[src/shared/irq_vector_pkg.sv]
// constants for the interrupt flag and vector logic
package irq_vector_pkg;

	// register indices; byte address is four times the index
	localparam logic [7:0] IDX_IRQ_CONTROL     = 8'h0b;
	localparam logic [7:0] IDX_PERIPH_FLAG_A   = 8'h0c;
	localparam logic [7:0] IDX_PERIPH_FLAG_B   = 8'h0d;
	localparam logic [7:0] IDX_TIMER_EDGE_OPT  = 8'h81;
	localparam logic [7:0] IDX_PERIPH_ENABLE_A = 8'h8c;
	localparam logic [7:0] IDX_PERIPH_ENABLE_B = 8'h8d;
	localparam logic [7:0] IDX_EVENT_STATUS    = 8'h90;
	localparam logic [7:0] IDX_EVENT_MASK      = 8'h91;
	localparam logic [7:0] IDX_CORE_STATE      = 8'h92;

	// irq_control_reg fields
	localparam int GLOBAL_IRQ_ENABLE_BIT      = 7;
	localparam int PERIPH_IRQ_ENABLE_BIT      = 6;
	localparam int TIMER0_ROLLOVER_ENABLE_BIT = 5;
	localparam int EXT_PIN_ENABLE_BIT         = 4;
	localparam int PORT_CHANGE_ENABLE_BIT     = 3;
	localparam int TIMER0_ROLLOVER_FLAG_BIT   = 2;
	localparam int EXT_PIN_FLAG_BIT           = 1;
	localparam int PORT_CHANGE_FLAG_BIT       = 0;

	// timer_and_edge_options fields
	localparam int EXT_EDGE_SELECT_BIT = 6;

	// event status / mask fields
	localparam int EV_TAKEN_BIT  = 0;
	localparam int EV_WAKE_BIT   = 1;
	localparam int EV_RETURN_BIT = 2;
	localparam int EV_BITS       = 3;

	// reset values
	localparam logic [7:0] IRQ_CONTROL_RESET  = 8'h00;
	localparam logic [7:0] OPTION_RESET       = 8'hff;
	localparam logic [7:0] PERIPH_REG_RESET   = 8'h00;

	// vector and counter values
	localparam logic [7:0]  TIMER0_TOP       = 8'hff;
	localparam logic [7:0]  TIMER0_BOTTOM    = 8'h00;
	localparam logic [12:0] IRQ_VECTOR       = 13'h0004;
	localparam int          TAKE_BOUNDARIES  = 3;
	localparam int          SOURCE_COUNT     = 12;

endpackage

[src/rtl/irq_vector_logic.sv]
// interrupt flags, masking, vectoring, return and wake-up for the core
//
// Operation
// - twelve sources, each with flag and enable
// - flags set regardless of any enable
// - global enable bit 7 gates all interrupts
// - flag, enable and global enable take interrupt
// - reset clears the global enable
// - return instruction pops address, sets global enable
// - taking clears global enable, pushes, vectors 0004h
// - peripheral flags gated by peripheral enable bit
// - external event latency three or four cycles; taken on the third boundary, so two-cycle instructions double it
// - edge pin polarity chosen by bit 6
// - ext pin enable bit 4 gates its flag
// - enabled pin event wakes; vector only if enabled
// - timer0 rollover sets bit 2, enable bit 5
// - upper port pins change sets bit 0
// - only the return address is saved
`timescale 1ns/1ps

module irq_vector_logic
	import irq_vector_pkg::*;
#(
	parameter int PERIPH_A_BITS = 8,
	parameter int PERIPH_B_BITS = 1,
	parameter int STACK_DEPTH   = 8,
	parameter int PC_WIDTH      = 13
) (
	input  wire logic                     SYS_CLK,
	input  wire logic                     RESET_N,
	input  wire logic                     CLK_EN,
	// register bus
	input  wire logic [9:0]               AVS_ADDRESS,
	input  wire logic                     AVS_READ,
	input  wire logic                     AVS_WRITE,
	input  wire logic [31:0]              AVS_WRITEDATA,
	output logic      [31:0]              AVS_READDATA,
	output logic                          AVS_WAITREQUEST,
	// event sources
	input  wire logic                     EXT_IRQ_PIN,
	input  wire logic [7:0]               TIMER0_COUNT,
	input  wire logic [3:0]               UPPER_PORT_PINS,
	input  wire logic [PERIPH_A_BITS-1:0] PERIPH_EVENT_A,
	input  wire logic [PERIPH_B_BITS-1:0] PERIPH_EVENT_B,
	// core side
	input  wire logic                     INSTR_BOUNDARY,
	input  wire logic                     RETURN_FROM_IRQ_INSTR,
	input  wire logic [PC_WIDTH-1:0]      RETURN_PC,
	input  wire logic                     SLEEP_ENTER,
	output logic                          IRQ_REQ,
	output logic                          PC_LOAD,
	output logic      [PC_WIDTH-1:0]      PC_LOAD_VALUE,
	output logic                          WAKE,
	output logic                          SLEEPING,
	output logic                          IRQ
);

	localparam int SP_W = $clog2(STACK_DEPTH);
	////////////////////////////////////////////////////////////////////////////////
	// elaboration checks

	generate
		if (PERIPH_A_BITS < 1 || PERIPH_A_BITS > 8 || PERIPH_B_BITS < 1 || PERIPH_B_BITS > 8) begin : g_bad_width
			$error("peripheral register width must be 1 to 8");
		end
		if (3 + PERIPH_A_BITS + PERIPH_B_BITS > SOURCE_COUNT) begin : g_bad_count
			$error("more sources than the controller serves");
		end
		if (STACK_DEPTH < 2 || (1 << SP_W) != STACK_DEPTH) begin : g_bad_stack
			$error("stack depth must be a power of two");
		end
		if (PC_WIDTH < 13 || PC_WIDTH > 16) begin : g_bad_pc
			$error("program counter width must be 13 to 16");
		end
	endgenerate

	////////////////////////////////////////////////////////////////////////////////
	// state

	logic [7:0]               ctrl_r;
	logic [7:0]               option_r;
	logic [PERIPH_A_BITS-1:0] pflag_a_r;
	logic [PERIPH_B_BITS-1:0] pflag_b_r;
	logic [PERIPH_A_BITS-1:0] pen_a_r;
	logic [PERIPH_B_BITS-1:0] pen_b_r;
	logic [EV_BITS-1:0]       ev_status_r;
	logic [EV_BITS-1:0]       ev_mask_r;
	logic [PC_WIDTH-1:0]      stack_r [STACK_DEPTH];
	logic [SP_W-1:0]          sp_r;
	logic                     ext_prev_r;
	logic [7:0]               tmr_prev_r;
	logic [3:0]               port_prev_r;
	logic                     primed_r;
	logic                     wait_r;
	logic [31:0]              rdata_r;
	logic                     irq_req_r;
	logic                     pc_load_r;
	logic [PC_WIDTH-1:0]      pc_value_r;
	logic                     wake_r;
	logic                     sleeping_r;
	logic                     ext_en_at_sleep_r;
	logic                     irq_r;
	logic [1:0]               boundary_cnt_r;

	////////////////////////////////////////////////////////////////////////////////
	// bus decode

	logic [7:0] idx;
	logic       acc;
	logic       wr_now;
	logic       wr_ctrl;
	logic       wr_opt;
	logic       wr_pfa;
	logic       wr_pfb;
	logic       wr_pea;
	logic       wr_peb;
	logic       wr_evs;
	logic       wr_evm;
	logic [7:0] wd;

	assign idx     = AVS_ADDRESS[9:2];
	assign acc     = (AVS_READ || AVS_WRITE) && !wait_r;
	assign wr_now  = AVS_WRITE && !wait_r;
	assign wd      = AVS_WRITEDATA[7:0];
	assign wr_ctrl = wr_now && idx == IDX_IRQ_CONTROL;
	assign wr_opt  = wr_now && idx == IDX_TIMER_EDGE_OPT;
	assign wr_pfa  = wr_now && idx == IDX_PERIPH_FLAG_A;
	assign wr_pfb  = wr_now && idx == IDX_PERIPH_FLAG_B;
	assign wr_pea  = wr_now && idx == IDX_PERIPH_ENABLE_A;
	assign wr_peb  = wr_now && idx == IDX_PERIPH_ENABLE_B;
	assign wr_evs  = wr_now && idx == IDX_EVENT_STATUS;
	assign wr_evm  = wr_now && idx == IDX_EVENT_MASK;

	////////////////////////////////////////////////////////////////////////////////
	// event detection

	logic ext_edge;
	logic tmr_roll;
	logic port_change;

	// no edge until a real sample is held: reset values would fake a change
	assign ext_edge    = primed_r && (option_r[EXT_EDGE_SELECT_BIT] ? (EXT_IRQ_PIN && !ext_prev_r)
	                                                               : (!EXT_IRQ_PIN && ext_prev_r));
	assign tmr_roll    = tmr_prev_r == TIMER0_TOP && TIMER0_COUNT == TIMER0_BOTTOM;
	assign port_change = primed_r && UPPER_PORT_PINS != port_prev_r;

	always_ff @(posedge SYS_CLK or negedge RESET_N) begin
		if (!RESET_N) begin
			ext_prev_r  <= 1'b0;
			tmr_prev_r  <= 8'h00;
			port_prev_r <= 4'h0;
			primed_r    <= 1'b0;
		end else if (CLK_EN) begin
			ext_prev_r  <= EXT_IRQ_PIN;
			tmr_prev_r  <= TIMER0_COUNT;
			port_prev_r <= UPPER_PORT_PINS;
			primed_r    <= 1'b1;
		end
	end

	////////////////////////////////////////////////////////////////////////////////
	// request and take

	logic core_any;
	logic periph_any;
	logic wake_cond;
	logic irq_req;
	logic take;

	assign core_any   = (ctrl_r[TIMER0_ROLLOVER_FLAG_BIT] && ctrl_r[TIMER0_ROLLOVER_ENABLE_BIT])
	                 || (ctrl_r[EXT_PIN_FLAG_BIT] && ctrl_r[EXT_PIN_ENABLE_BIT])
	                 || (ctrl_r[PORT_CHANGE_FLAG_BIT] && ctrl_r[PORT_CHANGE_ENABLE_BIT]);
	assign periph_any = ctrl_r[PERIPH_IRQ_ENABLE_BIT]
	                 && (|(pflag_a_r & pen_a_r) || |(pflag_b_r & pen_b_r));
	assign irq_req    = ctrl_r[GLOBAL_IRQ_ENABLE_BIT] && (core_any || periph_any);
	// pin wake needs the enable that stood when sleep began
	assign wake_cond  = (ctrl_r[EXT_PIN_FLAG_BIT] && ext_en_at_sleep_r)
	                 || (ctrl_r[TIMER0_ROLLOVER_FLAG_BIT] && ctrl_r[TIMER0_ROLLOVER_ENABLE_BIT])
	                 || (ctrl_r[PORT_CHANGE_FLAG_BIT] && ctrl_r[PORT_CHANGE_ENABLE_BIT])
	                 || periph_any;
	// counted in instruction boundaries, so two-cycle instructions double the wait in cycles
	assign take       = irq_req && !sleeping_r && INSTR_BOUNDARY && !RETURN_FROM_IRQ_INSTR
	                 && boundary_cnt_r == 2'(TAKE_BOUNDARIES - 1);

	always_ff @(posedge SYS_CLK or negedge RESET_N) begin
		if (!RESET_N) begin
			boundary_cnt_r <= 2'd0;
		end else if (CLK_EN) begin
			if (!irq_req || sleeping_r || take) begin
				boundary_cnt_r <= 2'd0;
			end else if (INSTR_BOUNDARY && boundary_cnt_r != 2'(TAKE_BOUNDARIES - 1)) begin
				boundary_cnt_r <= boundary_cnt_r + 2'd1;
			end
		end
	end

	////////////////////////////////////////////////////////////////////////////////
	// irq_control_reg

	always_ff @(posedge SYS_CLK or negedge RESET_N) begin
		if (!RESET_N) begin
			ctrl_r <= IRQ_CONTROL_RESET;
		end else if (CLK_EN) begin
			if (wr_ctrl) begin
				ctrl_r <= wd;
			end
			if (take) begin
				ctrl_r[GLOBAL_IRQ_ENABLE_BIT] <= 1'b0;
			end else if (RETURN_FROM_IRQ_INSTR) begin
				ctrl_r[GLOBAL_IRQ_ENABLE_BIT] <= 1'b1;
			end
			// flags set whatever the enables say; set wins over the write
			if (tmr_roll) begin
				ctrl_r[TIMER0_ROLLOVER_FLAG_BIT] <= 1'b1;
			end
			if (ext_edge) begin
				ctrl_r[EXT_PIN_FLAG_BIT] <= 1'b1;
			end
			if (port_change) begin
				ctrl_r[PORT_CHANGE_FLAG_BIT] <= 1'b1;
			end
		end
	end

	always_ff @(posedge SYS_CLK or negedge RESET_N) begin
		if (!RESET_N) begin
			option_r <= OPTION_RESET;
		end else if (CLK_EN && wr_opt) begin
			option_r <= wd;
		end
	end

	////////////////////////////////////////////////////////////////////////////////
	// peripheral flags and enables, one cell per bit

	generate
		for (genvar i = 0; i < PERIPH_A_BITS; i++) begin : g_pa
			always_ff @(posedge SYS_CLK or negedge RESET_N) begin
				if (!RESET_N) begin
					pflag_a_r[i] <= PERIPH_REG_RESET[i];
					pen_a_r[i]   <= PERIPH_REG_RESET[i];
				end else if (CLK_EN) begin
					if (PERIPH_EVENT_A[i]) begin
						pflag_a_r[i] <= 1'b1;
					end else if (wr_pfa) begin
						pflag_a_r[i] <= wd[i];
					end
					if (wr_pea) begin
						pen_a_r[i] <= wd[i];
					end
				end
			end
		end
		for (genvar i = 0; i < PERIPH_B_BITS; i++) begin : g_pb
			always_ff @(posedge SYS_CLK or negedge RESET_N) begin
				if (!RESET_N) begin
					pflag_b_r[i] <= PERIPH_REG_RESET[i];
					pen_b_r[i]   <= PERIPH_REG_RESET[i];
				end else if (CLK_EN) begin
					if (PERIPH_EVENT_B[i]) begin
						pflag_b_r[i] <= 1'b1;
					end else if (wr_pfb) begin
						pflag_b_r[i] <= wd[i];
					end
					if (wr_peb) begin
						pen_b_r[i] <= wd[i];
					end
				end
			end
		end
	endgenerate

	////////////////////////////////////////////////////////////////////////////////
	// return stack: holds the return address only, nothing else

	always_ff @(posedge SYS_CLK or negedge RESET_N) begin
		if (!RESET_N) begin
			sp_r       <= '0;
			pc_load_r  <= 1'b0;
			pc_value_r <= '0;
			for (int k = 0; k < STACK_DEPTH; k++) begin
				stack_r[k] <= '0;
			end
		end else if (CLK_EN) begin
			pc_load_r <= 1'b0;
			if (take) begin
				// overflow wraps and overwrites the oldest entry, as the core's stack does
				stack_r[sp_r] <= RETURN_PC;
				sp_r          <= sp_r + 1'b1;
				pc_load_r     <= 1'b1;
				pc_value_r    <= PC_WIDTH'(IRQ_VECTOR);
			end else if (RETURN_FROM_IRQ_INSTR) begin
				sp_r       <= sp_r - 1'b1;
				pc_load_r  <= 1'b1;
				pc_value_r <= stack_r[sp_r - 1'b1];
			end
		end
	end

	////////////////////////////////////////////////////////////////////////////////
	// power-down and wake

	always_ff @(posedge SYS_CLK or negedge RESET_N) begin
		if (!RESET_N) begin
			sleeping_r        <= 1'b0;
			ext_en_at_sleep_r <= 1'b0;
			wake_r            <= 1'b0;
		end else if (CLK_EN) begin
			wake_r <= 1'b0;
			if (sleeping_r) begin
				if (wake_cond) begin
					sleeping_r <= 1'b0;
					wake_r     <= 1'b1;
				end
			end else if (SLEEP_ENTER) begin
				sleeping_r        <= 1'b1;
				ext_en_at_sleep_r <= ctrl_r[EXT_PIN_ENABLE_BIT];
			end
		end
	end

	////////////////////////////////////////////////////////////////////////////////
	// event status, mask and interrupt output

	logic [EV_BITS-1:0] ev_set;
	assign ev_set = {RETURN_FROM_IRQ_INSTR && !take, sleeping_r && wake_cond, take};

	always_ff @(posedge SYS_CLK or negedge RESET_N) begin
		if (!RESET_N) begin
			ev_status_r <= '0;
			ev_mask_r   <= '0;
			irq_r       <= 1'b0;
			irq_req_r   <= 1'b0;
		end else if (CLK_EN) begin
			// a new event outranks the write-one clear
			ev_status_r <= (wr_evs ? (ev_status_r & ~wd[EV_BITS-1:0]) : ev_status_r) | ev_set;
			if (wr_evm) begin
				ev_mask_r <= wd[EV_BITS-1:0];
			end
			irq_r     <= |(ev_status_r & ev_mask_r);
			irq_req_r <= irq_req;
		end
	end

	////////////////////////////////////////////////////////////////////////////////
	// bus slave: one wait cycle, then the answer

	logic [31:0] rdata_nxt;
	always_comb begin
		rdata_nxt = 32'h0000_0000;
		if (idx == IDX_IRQ_CONTROL) begin
			rdata_nxt[7:0] = ctrl_r;
		end else if (idx == IDX_TIMER_EDGE_OPT) begin
			rdata_nxt[7:0] = option_r;
		end else if (idx == IDX_PERIPH_FLAG_A) begin
			rdata_nxt[PERIPH_A_BITS-1:0] = pflag_a_r;
		end else if (idx == IDX_PERIPH_FLAG_B) begin
			rdata_nxt[PERIPH_B_BITS-1:0] = pflag_b_r;
		end else if (idx == IDX_PERIPH_ENABLE_A) begin
			rdata_nxt[PERIPH_A_BITS-1:0] = pen_a_r;
		end else if (idx == IDX_PERIPH_ENABLE_B) begin
			rdata_nxt[PERIPH_B_BITS-1:0] = pen_b_r;
		end else if (idx == IDX_EVENT_STATUS) begin
			rdata_nxt[EV_BITS-1:0] = ev_status_r;
		end else if (idx == IDX_EVENT_MASK) begin
			rdata_nxt[EV_BITS-1:0] = ev_mask_r;
		end else if (idx == IDX_CORE_STATE) begin
			rdata_nxt[SP_W+1:0] = {sp_r, irq_req_r, sleeping_r};
		end
	end

	// unmapped addresses read zero and ignore writes
	always_ff @(posedge SYS_CLK or negedge RESET_N) begin
		if (!RESET_N) begin
			wait_r  <= 1'b1;
			rdata_r <= 32'h0000_0000;
		end else if (CLK_EN) begin
			if (acc) begin
				wait_r <= 1'b1;
			end else if (AVS_READ || AVS_WRITE) begin
				wait_r  <= 1'b0;
				rdata_r <= rdata_nxt;
			end
		end
	end

	assign AVS_READDATA    = rdata_r;
	assign AVS_WAITREQUEST = wait_r;
	assign IRQ_REQ         = irq_req_r;
	assign PC_LOAD         = pc_load_r;
	assign PC_LOAD_VALUE   = pc_value_r;
	assign WAKE            = wake_r;
	assign SLEEPING        = sleeping_r;
	assign IRQ             = irq_r;

endmodule

[config.mk]
export PLATFORM = sky130hd
export DESIGN_NAME = irq_vector_logic
export DESIGN_NICKNAME = d
export VERILOG_FILES = /design/src/shared/irq_vector_pkg.sv /design/src/rtl/irq_vector_logic.sv
export SDC_FILE = /design/constraint.sdc
export NUM_CORES = 1
export LEC_CHECK = 0
export ABC_AREA = 1
export BUFFER_PORTS_ARGS = -buffer_cell sky130_fd_sc_hd__buf_2
export CORE_ASPECT_RATIO = 1.4
export CORE_UTILIZATION = 52
export DETAILED_ROUTE_END_ITERATION = 10
export HOLD_SLACK_MARGIN = 0.06
export PLACE_DENSITY_LB_ADDON = 0.1
export SETUP_SLACK_MARGIN = 0.1
export SLEW_MARGIN = 5
export SYNTH_ARGS = -nofsm -noshare
export SYNTH_HDL_FRONTEND = slang
export SYNTH_SLANG_ARGS = --single-unit
[constraint.sdc]
create_clock -name SYS_CLK -period 2.16 [get_ports SYS_CLK]
set_input_delay 0 -clock SYS_CLK [delete_from_list [all_inputs] [get_ports SYS_CLK]]
set_output_delay 0 -clock SYS_CLK [all_outputs]
set_load 0.005 [all_outputs]
## Word level (Yosys, flattened, before mapping)

Cells that the tools add are included.

| word-level totals | value |
|---|---|
| input bits | 85 |
| output and inout port bits | 51 |
| flip-flop bits (word level) | 191 |

| cells by class | value |
|---|---|
| magnitude comparators | 3 |
| mux-type cells | 61 |
| add/subtract/negate cells | 3 |
| reduce and logical (&&, ||, !) cells | 89 |
| eq/ne operators | 13 |
| bitwise gates (word level) | 10 |

Operators with widths:

| kind | count |
|---|---|
| 104-bit bitwise mux | 1 |
| 13-bit 2-to-1 mux | 5 |
| 8-bit equality test, second input constant | 7 |
| 2-bit AND reduction | 21 |
| 13-bit binary-select mux with 3-bit select | 1 |
| 13-bit demux with 3-bit select | 1 |
| 1-bit 2-to-1 mux | 35 |
| 8-bit 2-to-1 mux | 4 |
| 1-bit logical AND | 30 |
| 2-bit nonzero test | 15 |
| 8-bit by 4-bit equality test with 1-bit output, second input constant | 3 |
| 3-bit 2-to-1 mux | 6 |
| 1-bit logical OR | 10 |
| 5-bit 2-to-1 mux | 2 |
| 8-bit AND | 1 |
| 4-bit >= comparator, second input constant | 2 |
| 8-bit logical NOT | 1 |
| 2-bit 2-to-1 mux | 4 |
| 3-bit NOT with 4-bit output | 2 |
| 8-bit OR reduction | 1 |
| 1-bit logical NOT | 7 |
| 7-bit 2-to-1 mux | 1 |
| 3-bit AND | 2 |
| 3-bit AND reduction | 2 |
| other kinds (14) | 15 |

## Longest topological paths before layout

Gate-level depths: netlist (run 1).

| logic depth | value |
|---|---|
| word-level depth | 13 |
| mapped depth | 13 |

## Least setup slack after synthesis (run 1)

OpenSTA, ideal clock, no wires.

| timing path | value |
|---|---|
| path type | register -> register |
| start | reg sp_r[0] |
| end | reg pc_value_r[10] (netlist: PC_LOAD_VALUE[10]) |
| stages on the path, launching flop included | 12 |
| period minus slack after synthesis | 2.193 ns |
| setup time | 0.066 ns |
| setup slack | -0.033 ns |
| path buffers | 5 |
| data required time | 2.094 ns |
| data arrival time | 2.128 ns |
| path through | dfrtp_1 buf_2 inv_1 buf_2 buf_2 ha_1 clkbuf_1 clkbuf_1 o21ai_0 o221ai_1 nand3_1 nand2_1 |

| between the ends | value |
|---|---|
| cells in the longest elaborated chain, start to end | 7 |

RTL lines:

| item | line | text |
|---|---|---|
| start: declaration | irq_vector_logic.sv:89 | `logic [SP_W-1:0] sp_r;` |
| start signal: assignment | irq_vector_logic.sv:289 | `sp_r <= sp_r + 1'b1;` |
| start signal: assignment | irq_vector_logic.sv:293 | `sp_r <= sp_r - 1'b1;` |
| 3-bit by 1-bit subtractor with 3-bit output | irq_vector_logic.sv:295 | `pc_value_r <= stack_r[sp_r - 1'b1];` |
| 3-bit NOT with 4-bit output (not written as such) | irq_vector_logic.sv:295 |  |
| 13-bit binary-select mux with 3-bit select | irq_vector_logic.sv:295 |  |
| 13-bit 2-to-1 mux (not written as such) (2 in series) | irq_vector_logic.sv:295 |  |
| 13-bit 2-to-1 mux | irq_vector_logic.sv:292 | `end else if (RETURN_FROM_IRQ_INSTR) begin` |
| 13-bit 2-to-1 mux | irq_vector_logic.sv:286 | `if (take) begin` |
| end signal: assignment | irq_vector_logic.sv:291 | `pc_value_r <= PC_WIDTH'(IRQ_VECTOR);` |
| end signal: assignment | irq_vector_logic.sv:295 |  |
| end: declaration | irq_vector_logic.sv:98 | `logic [PC_WIDTH-1:0] pc_value_r;` |

No other way between the ends. The select of a mux whose other input is x is not followed.
A chain may end at the register's enable or synchronous reset.

## Worst setup path after layout (run 1)

| timing path | value |
|---|---|
| start | reg wait_r (netlist: AVS_WAITREQUEST) |
| end | reg pflag_a_r[3] |

| between the ends | value |
|---|---|
| cells in the longest elaborated chain, start to end | 5 |

RTL lines:

| item | line | text |
|---|---|---|
| start: declaration | irq_vector_logic.sv:94 | `logic wait_r;` |
| start signal: assignment | irq_vector_logic.sv:375 | `wait_r <= 1'b1;` |
| start signal: assignment | irq_vector_logic.sv:379 | `wait_r <= 1'b1;` |
| start signal: assignment | irq_vector_logic.sv:381 | `wait_r <= 1'b0;` |
| 1-bit logical NOT | irq_vector_logic.sv:123 | `assign wr_now = AVS_WRITE && !wait_r;` |
| 1-bit logical AND | irq_vector_logic.sv:123 |  |
| 1-bit logical AND | irq_vector_logic.sv:127 | `assign wr_pfa = wr_now && idx == IDX_PERIPH_FLAG_A;` |
| 2-bit nonzero test (no line) | n/a |  |
| 2-bit AND reduction (no line) | n/a |  |
| end signal: indexed assignment | irq_vector_logic.sv:240 | `pflag_a_r[i] <= PERIPH_REG_RESET[i];` |
| end signal: indexed assignment | irq_vector_logic.sv:246 | `pflag_a_r[i] <= wd[i];` |
| end: declaration | irq_vector_logic.sv:82 | `logic [PERIPH_A_BITS-1:0] pflag_a_r;` |

No other way between the ends.

==> run_results.csv, run 1 <==
group,metric,value,unit
global_route,grt.overflow.total,0,
critical_path,crit_fanout,8,
yosys,yosysTopAreaCell,"dfrtp_1",
min_path,holdPathStages,6,
cts,clk_pin_slew,0.07,ns
floorplanning,dieArea,0.01884,mm²
global_route,grt_pass1_vias,8375,
drt,postRouteAntennaNets,0,
global_route,grt_busiest_layer,"met2",
power_and_ir_drop,ir_drop,0.0005859,V
global_route,grt_pass1_wl,43200,µm
final_layout,final_cells,1586,
drt,routedWlPerCell,17.23,µm
global_route,grt_start_max_net_pins,70,
critical_path,critPathSlowestCell,"dlygate4sd3_1",
floorplanning,io-pin-count,136,
cts,h-tree-depth,4,
yosys,synth_edf_count,0,
drt,drt-pass1-iter-count,5,
final_layout,drive_gt1_frac,0.1478,
sta,relSlewSlack,0.4351,
critical_path,start_kind,"flop",
sta,clock_skew,0.01339,ns
critical_path,crit_chain,"inv_1 -> nand2_1 -> inv_1 -> nand2_4 -> nor2_1 -> o21ai_0 -> dlygate4sd3_1 -> nand2_1",
global_route,grt.total_usage,0.3054,
cts,cts_made_buffers,17,
drt,via_per_inst,5.393,
yosys,synth.distinct_cells,42,
sta,post-route-min-period,1.937,ns
global_route,antenna_found_initial,0,
power_and_ir_drop,power_density,853.4,mW/mm²
sta,max_freq,516.3,MHz
critical_path,cp_num_cells,8,
cts,cts_buffer_depth,2,
yosys,avgSynthCellArea,7.993,µm²
yosys,async_flop_share,1.000,
sta,rsz0062_at_grt,"yes",
min_path,hold_class,"input port to flop",
place,dp.cells,1494,
global_route,met3_usage,0.05187,
drt,wirelength,27320,µm
floorplanning,floorplan.initialDensity,0.5306,
critical_path,cp.arrival,2.26,ns
floorplanning,core_area,0.01792,mm²
place,dp_hpwl,18010,µm
critical_path,critPathTopFamily,"buffers and inverters",
final_layout,fin_util,0.6343,
drt,drc,0,
run_status,status,"finished clean",
place,gp_congestion,0.9426,
final_layout,layout.nets,1421,
yosys,yosysWarnings,0,
critical_path,cp_num_buf_inv,3,
sta,finalWorstSetupSlack,0.2232,ns
drt,via_count,8553,
critical_path,cp.required,2.48,ns
place,place_ws,0.1462,ns
final_layout,diodes,0,
yosys,seq_area_frac_synth,0.5037,
yosys,synth_top_area_share,0.4788,
sta,setup_viol,0,
global_route,use_met1,0.3709,
critical_path,endpoint_kind,"flop",
floorplanning,dieHeight,162.0,µm
yosys,synthTopCellsByArea,"dfrtp_1, nand2_1, nand3_1, o21ai_0, nor2_1",
sta,drv_slew,0,
cts,cts_tree,"yes",
critical_path,reg2regPathDepth,8,
drt,first_iter_violations,720,
cts,root_buffer,"clkbuf_16",
global_route,use_met2,0.5126,
power_and_ir_drop,p_leak,5.992,nW
critical_path,max_stage_delay,0.60,ns
final_layout,fillers,1627,
floorplanning,rows,58,
place,port_buffers,85,
floorplanning,die_x,116.3,µm
yosys,syn_inst,1190,
cts,clock_latency,0.44,ns
sta,finalSetupTns,0,ns
yosys,synth_area,0.009512,mm²
sta,whs,0.09475,ns
yosys,yosysMostFrequentCell,"nand2_1",
yosys,ys_ff_latch,191,
sta,post-route-period-util,0.8967,
cts,cts_sinks,191,
sta,worst_slew_pin_slew,0.8442,ns
run,maxCapViolations,0,
yosys,synth_ff_type,"dfrtp_1",
critical_path,critical_path_class,"flop to flop",
yosys,synthTopCellsByCount,"nand2_1, dfrtp_1, nand3_1, o21ai_0, nor2_1",
sta,finalHoldViolCount,0,
final_layout,syn2layout_area_growth,19.53,%
[sequential cells by signal, indices dropped and copies added, names as in the netlist, 2 cells and up]
signal	count
ev_mask_r	3
ctrl_r	8
port_prev_r	4
AVS_READDATA	8
boundary_cnt_r	2
pen_a_r	8
pflag_a_r	8
sp_r	3
tmr_prev_r	8
option_r	8
ev_status_r	3
stack_r	104
PC_LOAD_VALUE	13
[cell type report]
| cell class | instances | area, µm² | area share |
|---|---|---|---|
| multi-input cells | 867 | 3973 | 0.3494 |
| clock buffers | 22 | 474.2 | 0.04171 |
| inverters | 60 | 225.2 | 0.01981 |
| repair buffers | 196 | 1528 | 0.1344 |
| flip-flops and latches | 191 | 4791 | 0.4214 |
| clock inverters | 10 | 78.83 | 0.006933 |
| well taps | 240 | 300.3 | 0.02641 |
[metal layers]
layer  up-vias  part of all wire
li1       4140                 -
met1      4039              0.41
met2       303              0.50
met3        71             0.052
met4         0             0.044
met5         -                 0
[timing repair]
item	4_1_cts	5_1_grt
buffers inserted	0	1
hold endpoints to repair	315	0
gates resized for setup	0	3
hold buffers	59	0
endpoints found under the setup margin	0	88
[path summary, 6_finish.rpt]
check	from	endpoint	slack, ns
max	AVS_WAITREQUEST	pflag_a_r[3]	0.22
min	AVS_ADDRESS[4]	ctrl_r[7]	0.09
max reg2reg	AVS_WAITREQUEST	pflag_a_r[3]	0.22
min reg2reg	stack_r[28]	stack_r[28]	0.47
max in group asynchronous	RESET_N	option_r[3]	1.24
min in group asynchronous	RESET_N	tmr_prev_r[1]	0.13
[cells in the final DEF (no fill, tap or decap), types with 17 or more instances in the layout]
| cell | count |
|---|---|
| buf_4 | 43 |
| o21ai_0 | 108 |
| o221ai_1 | 26 |
| inv_1 | 54 |
| nand3_1 | 136 |
| nand2_1 | 405 |
| nor2_1 | 88 |
| buf_2 | 84 |
| dlygate4sd3_1 | 59 |
| conb_1 | 24 |
| clkbuf_16 | 17 |
| dfrtp_1 | 182 |
[worst register-to-register path, delay by kind of cell (launching register included)]
family	cells	cell delay (ns)
AOI/OAI and AO/OA	1	0.18
buffers and inverters	3	0.76
DFF	1	0.53
and+or+nand+nor	4	0.36
[through the flow]
step                total power, mW  area, µm²
floorplan                     5.536       9605
detailed placement            6.671      10200
global route                  10.19      11370
global placement              6.637      10200
CTS                           9.735      11340
finish                        9.703      11370
[logic make-up (layout without fill, tap and decap cells)]
logic type               count (synthesis)  after routing  share of synthesized area
AND/OR/NAND/NOR                        667            667                     0.2964
XOR/XNOR                                 7              7                   0.006446
buffers and inverters                  155            288                    0.08879
flip-flops                             191            191                     0.5037
other                                    1             24                  0.0003943
AO/OA/AOI/OAI                          166            166                     0.1004
adder cells (fa/ha/maj)                  3              3                   0.003947
[where the power goes]
part           leakage [nW]  total, mW  switching [mW]  internal, mW
Combinational          3.25       2.72            1.76         0.966
Clock                 0.260       2.98            1.40          1.58
Sequential             2.49       4.00           0.174          3.82
Note: power is estimated with default switching activity, not from simulation.
==> run 2: changes to the inputs <==
- PLACE_DENSITY: unset -> 0.74
- PLACE_DENSITY_LB_ADDON: 0.1 -> unset
==> run 2 against run 1 <==
  * Combinational power is 1% lower
  * Clock skew is 0.0031 ns lower
  * Die area stayed put
  * Worst setup slack worse by 0.038 ns
  * Hold slack worse by 0.0075 ns
  * Routed wire length is 0.13% higher
  * Non-clock buffer count is 3 lower
  * Largest cell class unchanged
  * Sequential power hardly changed
==> run_results.csv, run 2 (synthesis results as in run 1) <==
group,metric,value,unit
sta,post-route-min-period,1.975,ns
floorplanning,core_area,0.01792,mm²
global_route,grt_pass1_vias,8447,
final_layout,largest-register,"stack_r",
final_layout,seqCellArea,0.004791,mm²
place,place_ws,0.1911,ns
sta,relSlewSlack,0.3826,
sta,whs,0.08720,ns
final_layout,syn2layout_area_growth,19.11,%
final_layout,layout_common_cells,"nand2_1, dfrtp_1, nand3_1, o21ai_0, nor2_1",
global_route,grt_start_max_net_pins,63,
run,maxCapViolations,0,
critical_path,cp.required,2.49,ns
sta,setup_viol,0,
min_path,hold_class,"input port to flop",
cts,cts_buffer_depth,2,
critical_path,cp_num_buf_inv,1,
cts,cts_tree,"yes",
floorplanning,dieArea,0.01884,mm²
power_and_ir_drop,p_switching,3.311,mW
global_route,grt.total_usage,0.2983,
power_and_ir_drop,power.internal,6.439,mW
final_layout,largest_reg_flops,104,
sta,rsz0062_at_grt,"no",
drt,drt-pass1-iter-count,5,
critical_path,critPathSlowestCell,"nor2_1",
drt,drc,0,
sta,finalWorstSetupSlack,0.1851,ns
floorplanning,rows,58,
critical_path,crit_chain,"buf_4 -> nor2_1 -> nand2_4 -> nand2_1 -> nand2_1",
cts,root_buffer,"clkbuf_16",
power_and_ir_drop,pwr-share-seq,0.410,
critical_path,max_stage_delay,0.72,ns
power_and_ir_drop,p_leak,5.996,nW
place,port_buffers,85,
drt,wirelength,27360,µm
floorplanning,die_x,116.3,µm
place,gp_congestion,0.9370,
sta,max_freq,506.4,MHz
sta,drv_slew,0,
power_and_ir_drop,ir_drop,0.0006829,V
cts,cts_sinks,191,
sta,clock_skew,0.01032,ns
final_layout,multi_input_area,0.003973,mm²
final_layout,layout.nets,1418,
critical_path,cp.arrival,2.30,ns
final_layout,fin_area,0.01133,mm²
global_route,grt_pass1_wl,42680,µm
sta,worst_slew_pin_slew,0.9227,ns
final_layout,drive_gt1_frac,0.1497,
cts,clock_latency,0.44,ns
drt,via_count,8793,
place,dp_hpwl,17830,µm
drt,routedWlPerCell,17.28,µm
global_route,grt.overflow.total,0,
global_route,antenna_found_initial,0,
power_and_ir_drop,pwr-share-comb,0.275,
drt,postRouteAntennaNets,0,
cts,h-tree-depth,4,
power_and_ir_drop,power_density,860.6,mW/mm²
critical_path,critPathTopFamily,"simple AND/OR/NAND/NOR gates",
power_and_ir_drop,clkPwrFrac,0.315,
critical_path,critical_path_class,"flop to flop",
critical_path,crit_path_frequent_cell,"nand2_1",
cts,cts_made_buffers,17,
final_layout,final_common_cell,"nand2_1",
run_status,status,"finished clean",
final_layout,fillers,1572,
final_layout,diodes,0,
floorplanning,dieHeight,162.0,µm
floorplanning,floorplan.initialDensity,0.5306,
power_and_ir_drop,swShare,0.3396,
drt,via_per_inst,5.555,
sta,finalHoldViolCount,0,
critical_path,endpoint_kind,"flop",
sta,finalSetupTns,0,ns
floorplanning,io-pin-count,136,
cts,clk_pin_slew,0.07,ns
critical_path,crit_fanout,13,
drt,first_iter_violations,890,
place,dpl-instance-area,0.01011,mm²
critical_path,start_kind,"flop",
sta,post-route-period-util,0.9143,
-- run 2: changes by cell type in the layout (fill, tap and decap cells not counted), sizes merged --
cell | previous run | this run
clkinv | 2 | 6
inv | 64 | 63
clkinvlp | 4 | 2
dlygate4sd3 | 59 | 55
buf | 136 | 135
bufinv | 0 | 1
-- run 2: metrics by stage --
step	utilization	cells	power, mW
4_1_cts	0.6262	1576	9.722
3_5_place_dp	0.5639	1489	6.603
2_1_floorplan	-	1213	5.536
6_report	0.6321	1583	9.750
3_3_place_gp	0.5639	1489	6.578
5_1_grt	0.6321	1583	10.18
-- run 2: area by class of cell --
cell class | instances | area share
Sequential cell | 191 | 0.4229
Clock buffer | 20 | 0.04031
Clock inverter | 12 | 0.009608
Timing Repair Buffer | 193 | 0.1302
Multi-Input combinational cell | 867 | 0.3506
Inverter | 60 | 0.01988
Tap cell | 240 | 0.02650
-- run 2: path summary, 6_finish.rpt --
| kind | start | to | slack (ns) | cells past startpoint |
|---|---|---|---|---|
| min reg2reg | stack_r[85] | stack_r[85] | 0.47 | 2 |
| max | sp_r[0] | stack_r[68] | 0.19 | 5 |
| max in group asynchronous | RESET_N | stack_r[22] | 1.29 | 3 |
| min | AVS_ADDRESS[4] | ctrl_r[7] | 0.09 | 6 |
| min in group asynchronous | RESET_N | port_prev_r[1] | 0.13 | 2 |
| max reg2reg | sp_r[0] | stack_r[68] | 0.19 | 5 |
-- run 2: what timing repair did --
action / in CTS / in global routing
endpoints found under the setup margin: 0 / 109
resized for setup: 0 / 6
buffers inserted: 0 / 5
endpoints found under the hold margin: 298 / 0
hold buffers: 55 / 0
-- run 2: worst min-delay path, stage by stage --
cell and delay (ns):
buf_2 0.11, nor4_1 0.06, nand3_1 0.10, o21ai_0 0.09, nand4_1 0.07, nand2_1 0.05
-- run 2: routing by layer --
layer	wire, µm	up-vias	global-route usage
li1	-	4116	-
met1	10830	4202	0.3605
met2	13480	395	0.4968
met3	1808	80	0.05373
met4	1243	0	0.1667
met5	0	-	0
-- run 2: power groups by stage --
stage | clock network (mW) | logic, mW | registers [mW]
CTS | 3.09 | 2.65 | 3.99
finish | 3.07 | 2.68 | 3.99
global route | 3.23 | 2.93 | 4.02
floorplan | 0 | 1.51 | 4.03
detailed placement | 0 | 2.55 | 4.05
global placement | 0 | 2.53 | 4.04
